<file path="src/spi_defs.svh">
`ifndef SPI_DEFS_SVH
`define SPI_DEFS_SVH
// Register byte offsets
`define REG_ENABLE      8'h00
`define REG_CONTROL     8'h04
`define REG_STATUS      8'h08
`define REG_MASK        8'h0c
`define REG_TXDATA      8'h10
`define REG_RXDATA      8'h14
`define REG_PHASE       8'h18
// Field positions
`define EN_BIT          0
`define CS_BIT          6
`define AUTO_BIT        5
`define SRST_BIT        4
`define SEL_HI          3
`define SEL_LO          2
`define RXF_BIT         0
`define TXE_BIT         1
`define PH_TX_BIT       0
`define PH_RX_BIT       1
// Reset values
`define CTRL_RST        7'h00
`define STS_RST         2'h2
// Bus answers
`define RESP_OKAY       2'h0
`define RESP_SLVERR     2'h2
// Timing
`define CLK_PERIOD_NS   100
`define SCLK_HALF_NS    400
`define HALF_CYC        3'((`SCLK_HALF_NS) / (`CLK_PERIOD_NS))
`define EDGES_SINGLE    5'h10
`define EDGES_DUAL      5'h08
`endif

</file>
<file path="src/spi_pkg.sv">
package spi_pkg;
  typedef enum logic [1:0] {
    ST_IDLE = 2'b01,
    ST_RUN  = 2'b10
  } eng_state_e;
endpackage : spi_pkg

</file>
<file path="src/spi_master_ctrl.sv">
// The AXI4-Lite slave port was left to the implementer.
`timescale 1ns/1ps
`default_nettype none
`include "spi_defs.svh"
module spi_master_ctrl
  import spi_pkg::*;
(
  // Clock and reset
  input  wire logic       aclk,
  input  wire logic       aresetn,
  // AXI4-Lite write
  input  wire logic [7:0] awaddr,
  input  wire logic       awvalid,
  output logic            awready,
  input  wire logic [31:0] wdata,
  input  wire logic [3:0] wstrb,
  input  wire logic       wvalid,
  output logic            wready,
  output logic [1:0]      bresp,
  output logic            bvalid,
  input  wire logic       bready,
  // AXI4-Lite read
  input  wire logic [7:0] araddr,
  input  wire logic       arvalid,
  output logic            arready,
  output logic [31:0]     rdata,
  output logic [1:0]      rresp,
  output logic            rvalid,
  input  wire logic       rready,
  // Serial link
  output logic            chip_select_n,
  output logic            serial_clock_out,
  output logic            serial_data_out,
  input  wire logic       serial_in_line_one,
  input  wire logic       serial_in_line_two,
  // Interrupt
  output logic            irq
);
  logic       aw_got_r, w_got_r;
  logic [7:0] waddr_r;
  logic [31:0] wdat_r;
  logic       enable_r;
  logic [6:0] ctrl_r;
  logic [1:0] status_r, mask_r, phase_r;
  logic [7:0] tx_hold_r, tx_sh_r, rx_sh_r, rx_data_r;
  logic       tx_pend_r, soft_rst_r, rst_all;
  eng_state_e state_r;
  logic [2:0] div_r;
  logic [4:0] edge_r;
  logic [1:0] s1_r, s2_r, s3_r, in_hold_r, in_v;
  logic       wr_go, rd_go, wr_ok, rd_rx;
  logic       tick, odd_edge, samp_ev, drv_ev, last_edge, start, rx_set, tx_set;
  logic [4:0] edges;
  logic [7:0] rx_nxt;
  logic [31:0] rd_val;

  assign rst_all = !aresetn || soft_rst_r;

  // Write path: address and data taken in either order
  assign awready = !aw_got_r && !bvalid;
  assign wready  = !w_got_r && !bvalid;
  assign wr_go   = aw_got_r && w_got_r && !bvalid;
  assign wr_ok   = waddr_r == `REG_ENABLE || waddr_r == `REG_CONTROL
                || waddr_r == `REG_STATUS || waddr_r == `REG_MASK
                || waddr_r == `REG_TXDATA || waddr_r == `REG_PHASE;

  // Bus handshake sees only the pin reset, so a soft reset still answers
  always_ff @(posedge aclk)
  begin
    if (!aresetn)
    begin
      aw_got_r <= 1'b0;
      w_got_r  <= 1'b0;
      waddr_r  <= 8'h00;
      wdat_r   <= 32'h0;
      bvalid   <= 1'b0;
      bresp    <= `RESP_OKAY;
    end
    else
    begin
      if (awvalid && awready)
      begin
        aw_got_r <= 1'b1;
        waddr_r  <= awaddr;
      end
      if (wvalid && wready)
      begin
        w_got_r <= 1'b1;
        wdat_r  <= wdata;
      end
      if (wr_go)
      begin
        bvalid   <= 1'b1;
        bresp    <= wr_ok ? `RESP_OKAY : `RESP_SLVERR;
        aw_got_r <= 1'b0;
        w_got_r  <= 1'b0;
      end
      else if (bvalid && bready)
        bvalid <= 1'b0;
    end
  end

  // Read path
  assign arready = !rvalid;
  assign rd_go   = arvalid && arready;
  assign rd_rx   = rd_go && araddr == `REG_RXDATA;

  always_comb
  begin
    rd_val = 32'h0;
    case (araddr)
      `REG_ENABLE:  rd_val = {31'h0, enable_r};
      `REG_CONTROL: rd_val = {25'h0, ctrl_r};
      `REG_STATUS:  rd_val = {30'h0, status_r};
      `REG_MASK:    rd_val = {30'h0, mask_r};
      `REG_TXDATA:  rd_val = {24'h0, tx_hold_r};
      `REG_RXDATA:  rd_val = {24'h0, rx_data_r};
      `REG_PHASE:   rd_val = {30'h0, phase_r};
      default:      rd_val = 32'h0;
    endcase
  end

  always_ff @(posedge aclk)
  begin
    if (!aresetn)
    begin
      rvalid <= 1'b0;
      rdata  <= 32'h0;
      rresp  <= `RESP_OKAY;
    end
    else if (rd_go)
    begin
      rvalid <= 1'b1;
      rdata  <= rd_val;
      rresp  <= (araddr > `REG_PHASE || araddr[1:0] != 2'h0) ? `RESP_SLVERR : `RESP_OKAY;
    end
    else if (rready)
      rvalid <= 1'b0;
  end

  // Configuration registers; only byte lane 0 carries fields
  always_ff @(posedge aclk)
  begin
    if (rst_all)
    begin
      enable_r  <= 1'b0;
      ctrl_r    <= `CTRL_RST;
      mask_r    <= 2'h0;
      phase_r   <= 2'h0;
      tx_hold_r <= 8'h00;
    end
    else if (wr_go && wstrb[0])
    begin
      case (waddr_r)
        `REG_ENABLE:  enable_r  <= wdat_r[`EN_BIT];
        `REG_CONTROL: ctrl_r    <= {wdat_r[`CS_BIT:`AUTO_BIT], 1'b0,
                                    wdat_r[`SEL_HI:`SEL_LO], 2'b00};
        `REG_MASK:    mask_r    <= wdat_r[1:0];
        `REG_PHASE:   phase_r   <= wdat_r[1:0];
        `REG_TXDATA:  tx_hold_r <= wdat_r[7:0];
        default:      ;
      endcase
    end
  end

  // Self-clearing soft reset pulse; a written zero does nothing
  always_ff @(posedge aclk)
  begin
    if (rst_all)
      soft_rst_r <= 1'b0;
    else
      soft_rst_r <= wr_go && wstrb[0] && waddr_r == `REG_CONTROL
                 && wdat_r[`SRST_BIT];
  end

  // Status: hardware set wins over any clear in the same cycle
  always_ff @(posedge aclk)
  begin
    if (rst_all)
      status_r <= `STS_RST;
    else
    begin
      if (rx_set)
        status_r[`RXF_BIT] <= 1'b1;
      else if (rd_rx || (wr_go && waddr_r == `REG_STATUS && wdat_r[`RXF_BIT]))
        status_r[`RXF_BIT] <= 1'b0;
      if (tx_set)
        status_r[`TXE_BIT] <= 1'b1;
      else if ((rd_rx && ctrl_r[`AUTO_BIT])
               || (wr_go && waddr_r == `REG_TXDATA)
               || (wr_go && waddr_r == `REG_STATUS && wdat_r[`TXE_BIT]))
        status_r[`TXE_BIT] <= 1'b0;
    end
  end

  always_ff @(posedge aclk)
  begin
    if (rst_all)
    begin
      irq           <= 1'b0;
      chip_select_n <= 1'b1;
    end
    else
    begin
      irq           <= |(status_r & mask_r);
      chip_select_n <= !ctrl_r[`CS_BIT];
    end
  end

  // Serial inputs: three stages, a change counts once stages two and three agree
  genvar gi;
  generate
    for (gi = 0; gi < 2; gi++)
    begin : g_sync
      always_ff @(posedge aclk)
      begin
        if (!aresetn)
        begin
          s1_r[gi]      <= 1'b0;
          s2_r[gi]      <= 1'b0;
          s3_r[gi]      <= 1'b0;
          in_hold_r[gi] <= 1'b0;
        end
        else
        begin
          s1_r[gi]      <= gi == 0 ? serial_in_line_one : serial_in_line_two;
          s2_r[gi]      <= s1_r[gi];
          s3_r[gi]      <= s2_r[gi];
          in_hold_r[gi] <= in_v[gi];
        end
      end
      assign in_v[gi] = (s2_r[gi] == s3_r[gi]) ? s3_r[gi] : in_hold_r[gi];
    end
  endgenerate

  // Engine timing
  assign edges     = ctrl_r[`SEL_HI] ? `EDGES_DUAL : `EDGES_SINGLE;
  assign start     = state_r == ST_IDLE && enable_r && tx_pend_r;
  assign tick      = state_r == ST_RUN && enable_r && div_r == `HALF_CYC - 3'h1;
  assign odd_edge  = !edge_r[0];
  assign samp_ev   = tick && (odd_edge != phase_r[`PH_RX_BIT]);
  assign drv_ev    = tick && (odd_edge == phase_r[`PH_TX_BIT]);
  assign last_edge = tick && edge_r == edges - 5'h1;
  assign rx_set    = last_edge;
  assign tx_set    = start;

  always_comb
  begin
    case (ctrl_r[`SEL_HI:`SEL_LO])
      2'b00:   rx_nxt = {rx_sh_r[6:0], in_v[0]};
      2'b01:   rx_nxt = {rx_sh_r[6:0], in_v[1]};
      default: rx_nxt = {rx_sh_r[5:0], in_v[1], in_v[0]};
    endcase
  end

  always_ff @(posedge aclk)
  begin
    if (rst_all)
      tx_pend_r <= 1'b0;
    else if (wr_go && waddr_r == `REG_TXDATA)
      tx_pend_r <= 1'b1;
    else if (start)
      tx_pend_r <= 1'b0;
  end

  // Disable drops a frame in flight: clock and data fall back to idle
  always_ff @(posedge aclk)
  begin
    if (rst_all || !enable_r)
    begin
      state_r         <= ST_IDLE;
      div_r           <= 3'h0;
      edge_r          <= 5'h00;
      serial_clock_out <= 1'b0;
      serial_data_out <= 1'b0;
      tx_sh_r         <= 8'h00;
      rx_sh_r         <= 8'h00;
    end
    else
    begin
      case (state_r)
        ST_IDLE:
          if (start)
          begin
            state_r <= ST_RUN;
            div_r   <= 3'h0;
            edge_r  <= 5'h00;
            if (!phase_r[`PH_TX_BIT])
            begin
              serial_data_out <= tx_hold_r[7];
              tx_sh_r         <= {tx_hold_r[6:0], 1'b0};
            end
            else
              tx_sh_r <= tx_hold_r;
          end
        ST_RUN:
        begin
          div_r <= tick ? 3'h0 : div_r + 3'h1;
          if (tick)
          begin
            serial_clock_out <= !serial_clock_out;
            edge_r           <= edge_r + 5'h1;
          end
          if (samp_ev)
            rx_sh_r <= rx_nxt;
          if (drv_ev)
          begin
            serial_data_out <= tx_sh_r[7];
            tx_sh_r         <= {tx_sh_r[6:0], 1'b0};
          end
          if (last_edge)
            state_r <= ST_IDLE;
        end
        default: state_r <= ST_IDLE;
      endcase
    end
  end

  always_ff @(posedge aclk)
  begin
    if (rst_all)
      rx_data_r <= 8'h00;
    else if (last_edge)
      rx_data_r <= samp_ev ? rx_nxt : rx_sh_r;
  end
endmodule : spi_master_ctrl
`default_nettype wire

</file>
<file path="config.mk">
export PLATFORM = sky130hd
export DESIGN_NAME = spi_master_ctrl
export DESIGN_NICKNAME = d
export VERILOG_FILES = /design/src/spi_pkg.sv /design/src/spi_master_ctrl.sv
export VERILOG_INCLUDE_DIRS = /design/src
export SDC_FILE = /design/constraint.sdc
export NUM_CORES = 1
export LEC_CHECK = 0
export BUFFER_PORTS_ARGS = -buffer_cell sky130_fd_sc_hd__buf_2
export CAP_MARGIN = 20
export CORE_ASPECT_RATIO = 0.7
export CORE_MARGIN = 5
export CORE_UTILIZATION = 40
export CTS_BUF_LIST = sky130_fd_sc_hd__clkbuf_8
export DETAILED_ROUTE_END_ITERATION = 10
export PLACE_DENSITY_LB_ADDON = 0.15
export SYNTH_ARGS = -nofsm -noshare
export SYNTH_HDL_FRONTEND = slang
export SYNTH_SLANG_ARGS = --single-unit
</file>
<file path="constraint.sdc">
create_clock -name aclk -period 2 [get_ports aclk]
set_input_delay 0.1 -clock aclk [delete_from_list [all_inputs] [get_ports aclk]]
set_output_delay 0.1 -clock aclk [all_outputs]
set_load 0.1 [all_outputs]
</file>
## Word-level counts from Yosys, hierarchy flattened

Cells that the tools add are included.

- Register bits after elaboration: 123
- Bits of input ports: 61
- Output and inout port bits: 45
- Word-level logic and storage cells: 167

- Add/sub/neg operators: 3
- $lt $le $gt $ge: 1
- Equality and inequality tests: 25
- Muxes and demuxes: 33
- Bitwise logic cells: 2
- Reduce and logical (&&, ||, !) cells: 67

Operator list:

| cell | count |
|---|---|
| $pmux 8 s7 | 1 |
| $eq 8x5->1 const B | 5 |
| $eq 8x4->1 const B | 4 |
| $mux 8 | 4 |
| $pmux 8 s2 | 2 |
| $logic_and 1x1->1 | 24 |
| $eq 8x3->1 const B | 2 |
| $logic_not 8->1 | 2 |
| $reduce_and 2->1 | 8 |
| $mux 5 | 3 |
| $mux 1 | 13 |
| $reduce_bool 2->1 | 6 |
| $logic_or 1x1->1 | 11 |
| $ne 2x2->1 const B | 5 |
| $pmux 5 s2 | 1 |
| $logic_not 1->1 | 9 |
| $gt 8x5->1 const B | 1 |
| $mux 2 | 4 |
| $mux 3 | 2 |
| $pmux 3 s2 | 1 |
| $reduce_and 3->1 | 2 |
| $reduce_or 2->1 | 3 |
| $add 5x1->5 const B | 1 |
| $eq 5x5->1 | 1 |
| other kinds (13) | 16 |

## Depth between registers and ports, before layout

Gate-level depths: netlist of run 1.

- Depth after elaboration: 7
- Gate-level depth with buffers: 7
- Mapped depth without buffers: 5

## Least setup slack after synthesis of run 1

OpenSTA, ideal clock, no wires.

- Path kind: reg-to-reg
- Start: register bvalid
- End: register waddr_r[0]
- Library setup time: 0.076 ns
- Arrival time: 2.818 ns
- Required time: 1.924 ns
- Slack: -0.894 ns
- Stages on the path, launching flop included: 6
- Buffers on the path: 1
- Period minus slack after synthesis: 2.894 ns
- Cell sequence: dfxtp_1 nor2_1 and2_1 clkbuf_1 nand2_1 a21boi_0

- Cells in the longest elaborated chain, start to end: 3

Ends and longest elaborated chain:

| item | line | RTL |
|---|---|---|
| start: declaration | spi_master_ctrl.sv:20 | `output logic bvalid,` |
| start signal: assignment | spi_master_ctrl.sv:76 | `bvalid <= 1'b0;` |
| start signal: assignment | spi_master_ctrl.sv:93 | `bvalid <= 1'b1;` |
| start signal: assignment | spi_master_ctrl.sv:99 | `bvalid <= 1'b0;` |
| $logic_not 1->1 | spi_master_ctrl.sv:60 | `assign awready = !aw_got_r && !bvalid;` |
| $logic_and 1x1->1 | spi_master_ctrl.sv:60 |  |
| via awready | spi_master_ctrl.sv:14 | `output logic awready,` |
| $logic_and 1x1->1 | spi_master_ctrl.sv:81 | `if (awvalid && awready)` |
| end signal: assignment | spi_master_ctrl.sv:84 | `waddr_r <= awaddr;` |
| end: declaration | spi_master_ctrl.sv:40 | `logic [7:0] waddr_r;` |

The timed path passes the listed nets, and every way through them passes these cells.
A chain may end at the register's enable or synchronous reset.

## Worst setup path in the final report of run 1

- Start: register rvalid
- End: register status_r[1]

- Cells in the longest elaborated chain, start to end: 6

Ends and longest elaborated chain:

| item | line | RTL |
|---|---|---|
| start: declaration | spi_master_ctrl.sv:28 | `output logic rvalid,` |
| start signal: assignment | spi_master_ctrl.sv:127 | `rvalid <= 1'b0;` |
| start signal: assignment | spi_master_ctrl.sv:133 | `rvalid <= 1'b1;` |
| start signal: assignment | spi_master_ctrl.sv:138 | `rvalid <= 1'b0;` |
| $logic_not 1->1 | spi_master_ctrl.sv:104 | `assign arready = !rvalid;` |
| $logic_and 1x1->1 | spi_master_ctrl.sv:105 | `assign rd_go = arvalid && arready;` |
| $logic_and 1x1->1 (no source line) | - |  |
| $logic_and 1x1->1 | spi_master_ctrl.sv:189 | `` else if ((rd_rx && ctrl_r[`AUTO_BIT]) `` |
| $logic_or 1x1->1 (2 in series) | spi_master_ctrl.sv:189 |  |
| end signal: assignment | spi_master_ctrl.sv:180 | `` status_r <= `STS_RST; `` |
| end: declaration | spi_master_ctrl.sv:44 | `logic [1:0] status_r, mask_r, phase_r;` |

Every way passes these cells.

==> results of run 1 <==
cell usage in the layout, fill, tap and decap left out, types with 6 or more instances in the layout:
cell type,n
buf_4,16
o211ai_1,13
nand2_1,89
dfxtp_1,95
buf_2,52
dlygate4sd3_1,21
nor2_2,8
and2_1,11
a21boi_0,17
nor2b_1,10
a22oi_1,6
nand4_1,10
o21ai_0,19
conb_1,26
mux2_2,8
mux2i_1,37
inv_1,6
clkbuf_8,9
a21oi_1,29
nor2_1,22
nand3_1,8
cells in the mapped netlist, types with 10 or more instances:
cell / n / area (um^2)
a21oi_1: 29 / 145.1
nand4_1: 10 / 62.56
dfxtp_1: 97 / 1942
nand2_1: 89 / 334.1
o211ai_1: 13 / 97.59
and2_1: 11 / 68.82
a21boi_0: 17 / 127.6
mux2i_1: 37 / 370.4
clkbuf_1: 23 / 86.33
nor2b_1: 10 / 62.56
buf_4: 26 / 195.2
nor2_1: 24 / 90.09
o21ai_0: 19 / 95.09
through the flow:
stage | instance area [um^2] | cells
finish | 5228 | 732
global route | 5228 | 732
CTS | 5213 | 732
detailed placement | 4807 | 695
global placement | 4807 | 695
floorplan | 4534 | 527
cell families (layout without fill, tap and decap cells):
group / count (synthesis) / after routing / synth area share
simple gates: 191 / 191 / 0.2164
compound gates: 102 / 102 / 0.1496
flops: 97 / 97 / 0.4390
buf+inv: 58 / 110 / 0.07185
mux: 45 / 45 / 0.1041
fa+ha+maj: 4 / 4 / 0.01018
xor+xnor: 4 / 4 / 0.007922
other cells: 1 / 26 / 0.0008478
final timing paths:
| path | slack (ns) | startpoint | cells after the start | end |
|---|---|---|---|---|
| worst max-delay path | 0.18 | rvalid$_SDFFE_PN0P_ | 5 | status_r[1]$_SDFFE_PP1P_ |
| worst min-delay path | 0.02 | aresetn | 2 | wdat_r[2]$_SDFFE_PN0P_ |
| worst max register to register | 0.18 | rvalid$_SDFFE_PN0P_ | 5 | status_r[1]$_SDFFE_PP1P_ |
| worst min register to register | 0.42 | ctrl_r[6]$_SDFFE_PP0P_ | 1 | chip_select_n$_SDFF_PP1_ |
flip-flops by register name (all words and copies together) (netlist names), 3 cells and up:
signal / cells
rdata: 8
div_r: 3
wdat_r: 8
ctrl_r: 4
rx_data_r: 8
tx_sh_r: 8
edge_r: 5
rx_sh_r: 8
waddr_r: 8
tx_hold_r: 8
power breakdown:
part / internal [mW] / total [mW] / switching, mW / leakage, nW
combinational: 0.122 / 0.556 / 0.434 / 1.14
clock: 0.578 / 1.27 / 0.692 / 0.0970
sequential: 1.97 / 2.01 / 0.0392 / 0.787
critical path, cell delays in order (launching register included):
cell and delay [ns]:
dfxtp_2 0.35, or4b_4 0.57, nor4_2 0.22, buf_4 0.16
nand2_1 0.05, a311o_1 0.34
what timing repair did:
item,CTS,global route
endpoints found under the hold margin,20,0
hold buffers,21,0
endpoints found under the setup margin,0,2
resized for setup,0,3
routing by layer:
| layer | GRT usage | up-vias |
|---|---|---|
| met3 | 0.06437 | 4 |
| met2 | 0.2190 | 86 |
| met5 | 0 | - |
| li1 | - | 1847 |
| met4 | 0.03253 | 0 |
| met1 | 0.2470 | 1679 |
area by class of cell:
| cell class | count | area, um^2 | share of cell area |
|---|---|---|---|
| Tap cell | 153 | 191.4 | 0.03662 |
| Inverter | 5 | 18.77 | 0.003590 |
| Clock buffer | 9 | 123.9 | 0.02370 |
| Multi-Input combinational cell | 372 | 2287 | 0.4375 |
| Timing Repair Buffer | 89 | 590.6 | 0.1130 |
| Sequential cell | 97 | 1944 | 0.3719 |
| Clock inverter | 7 | 71.32 | 0.01364 |
==> summary.md, run 1 <==
| Metric | Value |
|---|---|
| Root cell of the clock tree | clkbuf_8 |
| Filler cell count | 1090 |
| Measured slew at the worst slew-check pin | 0.5617 ns |
| Max-cap violations | 0 |
| Post-synth EDFFs | 0 |
| Number of synthesized register bits | 97 |
| Post-synthesis cell area | 4423 um^2 |
| Met3 Routed Length | 872 um |
| Count of final max-slew check failures | 0 |
| RSZ-0062 raised after global routing | no |
| Highest Clock Rate | 550.5 MHz |
| Worst Slack Setup Final | 0.1834 ns |
| Antenna violations before repair | 0 |
| Final Total Pwr | 3.834 mW |
| Synthesized area per cell | 8.811 um^2 |
| Ratio of cells with drive above 1 in the final layout | 0.1917 |
| Maximum clock path buffer count | 2 |
| Post-placement worst setup slack | 0.1128 ns |
| Hold/Removal Path Class | in2reg |
| M1 wire length | 5441 um |
| Skew-Pair Late Insertion Delay | 0.37 ns |
| Number of setup buffers added after CTS | 0 |
| Setup-violating endpoint count in the final report | 0 |
| Kind of end point of the critical path | flop |
| Final worst-path cycle share | 0.9083 |
| Total length of routed wires | 10560 um |
| Post-DP HPWL | 8080 um |
| Total congestion overflow after global routing | 0 |
| Clock transition time at the flip-flop clock pins of the worst setup and hold paths | 0.09 ns |
| Number of remaining DRC errors | 0 |
| P&R area growth vs syn | 18.19% |
| Count of input and output buffers | 52 |
| Setup tns final | 0 ns |
| Antenna viol nets, final | 0 |
| Run status | complete, no violations |
| Synthesis warning total | 0 |
| Peak VDD IR | 296.5 uV |
| Routed via count | 3616 |
| Highest signal layer in the routed design | met4 |
| Pwr/cell area | 733.4 nW/um^2 |
| Final critical-path required period | 1.817 ns |
| Total number of clock tree sinks | 97 |
| Max transition margin | 0.6228 |
| Number of DRC markers after the initial detailed-route iteration | 160 |
| Portion of the post-synthesis area used by sequential elements | 0.4390 |
| Chip Height | 97.98 um |
| Arrival time of data at the critical path endpoint | 2.07 ns |
| Data required, critical path | 2.25 ns |
| CTS tree | done |
| Clock Skews | 0.009334 ns |
| Total Die Area | 13290 um^2 |
| Maximum fanout encountered on the critical timing path | 6 |
| Via/cell ratio | 4.940 |
| Total track usage | 0.1636 |
| Largest net degree at the start of global routing | 35 |
| Wire length of the first global-routing pass | 17330 um |
| Chip Width | 135.7 um |
| Number of top-level design ports | 106 |
| Leading register cell type out of synthesis | dfxtp_1 |
| Cell row count | 32 |
| Final #Nets | 637 |
| Launching element type of the critical path | flop |
| H-Tree Depth | 3 |
| Initial Utilization | 0.4046 |
| Number of optimization iterations in the first detailed-route pass | 4 |
| Category of the critical setup timing path | reg2reg |
| Antenna fix cells | 0 |
| RePlAce Congestion | 0.8132 |
| WHS | 0.02244 ns |
| Met2 routed WL | 4176 um |
| Number of clock buffers inserted by TritonCTS | 9 |
| Final hold viol count | 0 |
| Static Leakage | 2.020 nW |
| Share of flip-flops with an asynchronous set or reset | 0 |
| Core Region | 10930 um^2 |
| Distinct cells, synth | 57 |
| Number of global-route vias before repair | 3427 |
| Routed length per placed instance | 14.42 um |
| Final Util | 0.4783 |
| Cells after Synth | 502 |
No activity file was read; power rests on OpenSTA's default activity.
==> inputs of run 2 (changes only) <==
clock period = 1.7 ns   (was 2 ns; I/O delays follow)
==> run 2 against run 1 <==
Compared with the run above: sequential share of layout area fell by 1.6 points; highest routed layer unchanged; critical path type is now in2reg; utilization rose by 2.3 points; cell count rose by 2.7%; wire length rose by 8.0%; count of clock-buffer cells in the layout rose by 2; flip-flop and latch count did not move.
==> summary.md, run 2 (same netlist as run 1, synthesis figures left out) <==
| Metric | Value |
|---|---|
| Run status | complete, no violations (unchanged) |
| Via/cell ratio | 4.932 (was 4.940) |
| Number of DRC markers after the initial detailed-route iteration | 238 (was 160) |
| Max-cap violations | 0 (unchanged) |
| Category of the critical setup timing path | in2reg (was reg2reg) |
| Static Leakage | 2.143 nW (was 2.020 nW) |
| Seq pwr share | 0.511 (was 0.524) |
| Source of the worst hold timing path | wstrb[0] (was aresetn) |
| Final worst-path cycle share | 0.9891 |
| P&R area growth vs syn | 23.88% (was 18.19%) |
| Hold/Removal Path Class | in2reg (unchanged) |
| CTS tree | done (unchanged) |
| Cell row count | 32 (unchanged) |
| Top library cells by usage in the layout, fill and taps aside | 95 x dfxtp_1, 89 x nand2_1, 52 x buf_2 (unchanged) |
| Post-placement worst setup slack | -0.05219 ns (was 0.1128 ns) |
| Peak VDD IR | 568.3 uV (was 296.5 uV) |
| Total length of routed wires | 11400 um (was 10560 um) |
| Internal cell power | 3.228 mW (was 2.668 mW) |
| Chip Height | 97.98 um (unchanged) |
| Hold Crit Depth | 3 (was 2) |
| Commonest non-fill, non-tap cell in the layout | dfxtp_1 (unchanged) |
| Final Util | 0.5013 (was 0.4783) |
| Met3 Track Usage GR | 0.03862 (was 0.06437) |
| Reg-to-reg critical path startpoint | rvalid$_SDFFE_PN0P_ (unchanged) |
| Highest Clock Rate | 594.7 MHz |
| Root cell of the clock tree | clkbuf_8 (unchanged) |
| Filler cell count | 1066 (was 1090) |
| Stage delay of the slowest cell on the critical path | 0.53 ns (was 0.57 ns) |
| Ratio of cells with drive above 1 in the final layout | 0.2287 (was 0.1917) |
| Switch share | 0.3003 (was 0.3040) |
| Fin cells | 752 (was 732) |
| Chip Width | 135.7 um (unchanged) |
| RePlAce Congestion | 0.8693 (was 0.8132) |
| Buffers plus inverters on the worst setup path | 2 (was 1) |
| Crit-path cells | dlygate4sd3_1 > buf_2 > or4b_4 > nor4_4 > nand2_1 > a311o_1 (was or4b_4 > nor4_2 > buf_4 > nand2_1 > a311o_1) |
| Cell depth of the worst flop-to-flop path | 4 (was 5) |
| Worst path slowest cell | dlygate4sd3_1 (was or4b_4) |
| Number of remaining DRC errors | 0 (unchanged) |
| Arrival time of data at the critical path endpoint | 1.95 ns (was 2.07 ns) |
| R2r endpoint | status_r[1]$_SDFFE_PP1P_ (unchanged) |
| Clock transition time at the flip-flop clock pins of the worst setup and hold paths | 0.09 ns (about the same) |
| Combinational Power Share | 0.149 (was 0.145) |
| Data required, critical path | 1.97 ns (was 2.25 ns) |
| Endpoint, Worst Hold | phase_r[1]$_SDFFE_PP0P_ (was wdat_r[2]$_SDFFE_PN0P_) |
| Maximum fanout encountered on the critical timing path | 4 (was 6) |
| P_sw | 1.385 mW (was 1.166 mW) |
| Maximum clock path buffer count | 2 (unchanged) |
| Pwr/cell area | 842.0 nW/um^2 (was 733.4 nW/um^2) |
| Most Crowded Layer GR | met1 (unchanged) |
| Antenna fix cells | 0 (unchanged) |
| Worst Slack Setup Final | 0.01855 ns (was 0.1834 ns) |
| Setup-violating endpoint count in the final report | 0 (unchanged) |
| Antenna violations before repair | 0 (unchanged) |
| Routed length per placed instance | 15.16 um (was 14.42 um) |
| Kind of end point of the critical path | flop (unchanged) |
| Number of top-level design ports | 106 (unchanged) |
| RSZ-0062 raised after global routing | yes (was no) |
| Initial Utilization | 0.4046 (unchanged) |
| Top Family by Delay on Critical Path | simple AND/OR/NAND/NOR gates (unchanged) |
| Worst R2R Setup Slack | 0.02 ns (was 0.18 ns) |
| Core Region | 10930 um^2 (unchanged) |
| Number of global-route vias before repair | 3459 (was 3427) |
| Final critical-path required period | 1.681 ns |
| Total Die Area | 13290 um^2 (unchanged) |
| Total track usage | 0.1710 (was 0.1636) |
| Count of input and output buffers | 52 (unchanged) |
| Final #Nets | 657 (was 637) |
| Cell count after placement | 713 (was 695) |
| Antenna viol nets, final | 0 (unchanged) |
| Skew-Pair Late Insertion Delay | 0.37 ns (about the same) |
| Post-DP HPWL | 8474 um (was 8080 um) |
| Met1 global-route usage | 0.2677 (was 0.2470) |
| Number of clock buffers inserted by TritonCTS | 9 (unchanged) |
| Final hold viol count | 0 (unchanged) |
| Clock Skews | 0.01353 ns (was 0.009334 ns) |
| Launching element type of the critical path | input port (was flop) |
| Clock power share | 0.340 (was 0.331) |
| Fraction of met2 tracks used by global routing | 0.2320 (was 0.2190) |
| Largest net degree at the start of global routing | 36 (was 35) |
| Count of final max-slew check failures | 0 (unchanged) |
| Routed via count | 3709 (was 3616) |
| Wire length of the first global-routing pass | 17930 um (was 17330 um) |
| Total congestion overflow after global routing | 0 (unchanged) |
| H-Tree Depth | 3 (unchanged) |
| Number of optimization iterations in the first detailed-route pass | 4 (unchanged) |
| Total number of clock tree sinks | 97 (unchanged) |
run 2: cell count changes in the layout (fill, tap and decap cells not counted), moves of 2 or more:
cell and delta:
mux2i_1 -2, dfxtp_2 -2, buf_12 +3, nor4_2 -2, buf_4 +17, dfxtp_4 +2, nor4_4 +2, clkbuf_8 +2
run 2: metal layers:
layer,part of all wire,vias to the layer above
met5,0,-
met4,0.011,0
met3,0.063,12
met2,0.40,93
met1,0.53,1718
li1,-,1886
run 2: worst max path at each step:
stage,start,endpoint,slack [ns],cells after the start
after floorplan,waddr_r[0]$_SDFFE_PN0P_,tx_hold_r[0]$_SDFFE_PP0P_,-0.16,4
after global placement,waddr_r[0]$_SDFFE_PN0P_,tx_hold_r[7]$_SDFFE_PP0P_,-0.03,5
after detailed placement,waddr_r[0]$_SDFFE_PN0P_,tx_hold_r[3]$_SDFFE_PP0P_,-0.05,5
after CTS,waddr_r[0]$_SDFFE_PN0P_,phase_r[0]$_SDFFE_PP0P_,0.009,5
after global routing,waddr_r[0]$_SDFFE_PN0P_,mask_r[0]$_SDFFE_PP0P_,-0.02,5
final,arvalid,status_r[1]$_SDFFE_PP1P_,0.02,6
run 2: tightest hold or removal path, stage by stage:
cell and delay (ns):
buf_2 0.13, nand4_1 0.16, mux2i_1 0.09
run 2: what timing repair did:
action	in CTS	in global routing
hold buffers	21	0
gates resized for setup	2	7
endpoints found under the hold margin	20	0
setup buffers	0	2
gates cloned	0	0
pin swaps	1	2
setup endpoints to repair	11	21
run 2: power by group through the flow:
stage / sequential [mW] / combinational [mW] / clock (mW)
floorplan: 2.44 / 0.524 / 0
global placement: 2.41 / 0.634 / 0
detailed placement: 2.41 / 0.640 / 0
CTS: 2.36 / 0.680 / 1.61
global route: 2.37 / 0.725 / 1.68
finish: 2.36 / 0.688 / 1.57
run 2: area by class of cell:
| class | instances | area (um^2) | area share |
|---|---|---|---|
| Multi-Input combinational cell | 372 | 2335 | 0.4261 |
| Sequential cell | 97 | 1949 | 0.3558 |
| Clock buffer | 11 | 151.4 | 0.02763 |
| Timing Repair Buffer | 109 | 778.2 | 0.1420 |
| Tap cell | 153 | 191.4 | 0.03494 |
| Clock inverter | 5 | 55.05 | 0.01005 |
| Inverter | 5 | 18.77 | 0.003425 |
run 2: stage by stage:
| step | hold WS (ns) | total power, mW | area, um^2 | TNS (ns) |
|---|---|---|---|---|
| 2_1_floorplan | 0.2123 | 2.968 | 4558 | -1.303 |
| 3_3_place_gp | 0.3041 | 3.042 | 5004 | -0.1764 |
| 3_5_place_dp | 0.3016 | 3.050 | 5004 | -0.3234 |
| 4_1_cts | 0.1225 | 4.644 | 5431 | 0 |
| 5_1_grt | 0.1333 | 4.774 | 5479 | -0.04930 |
| 6_report | 0.1374 | 4.613 | 5479 | 0 |
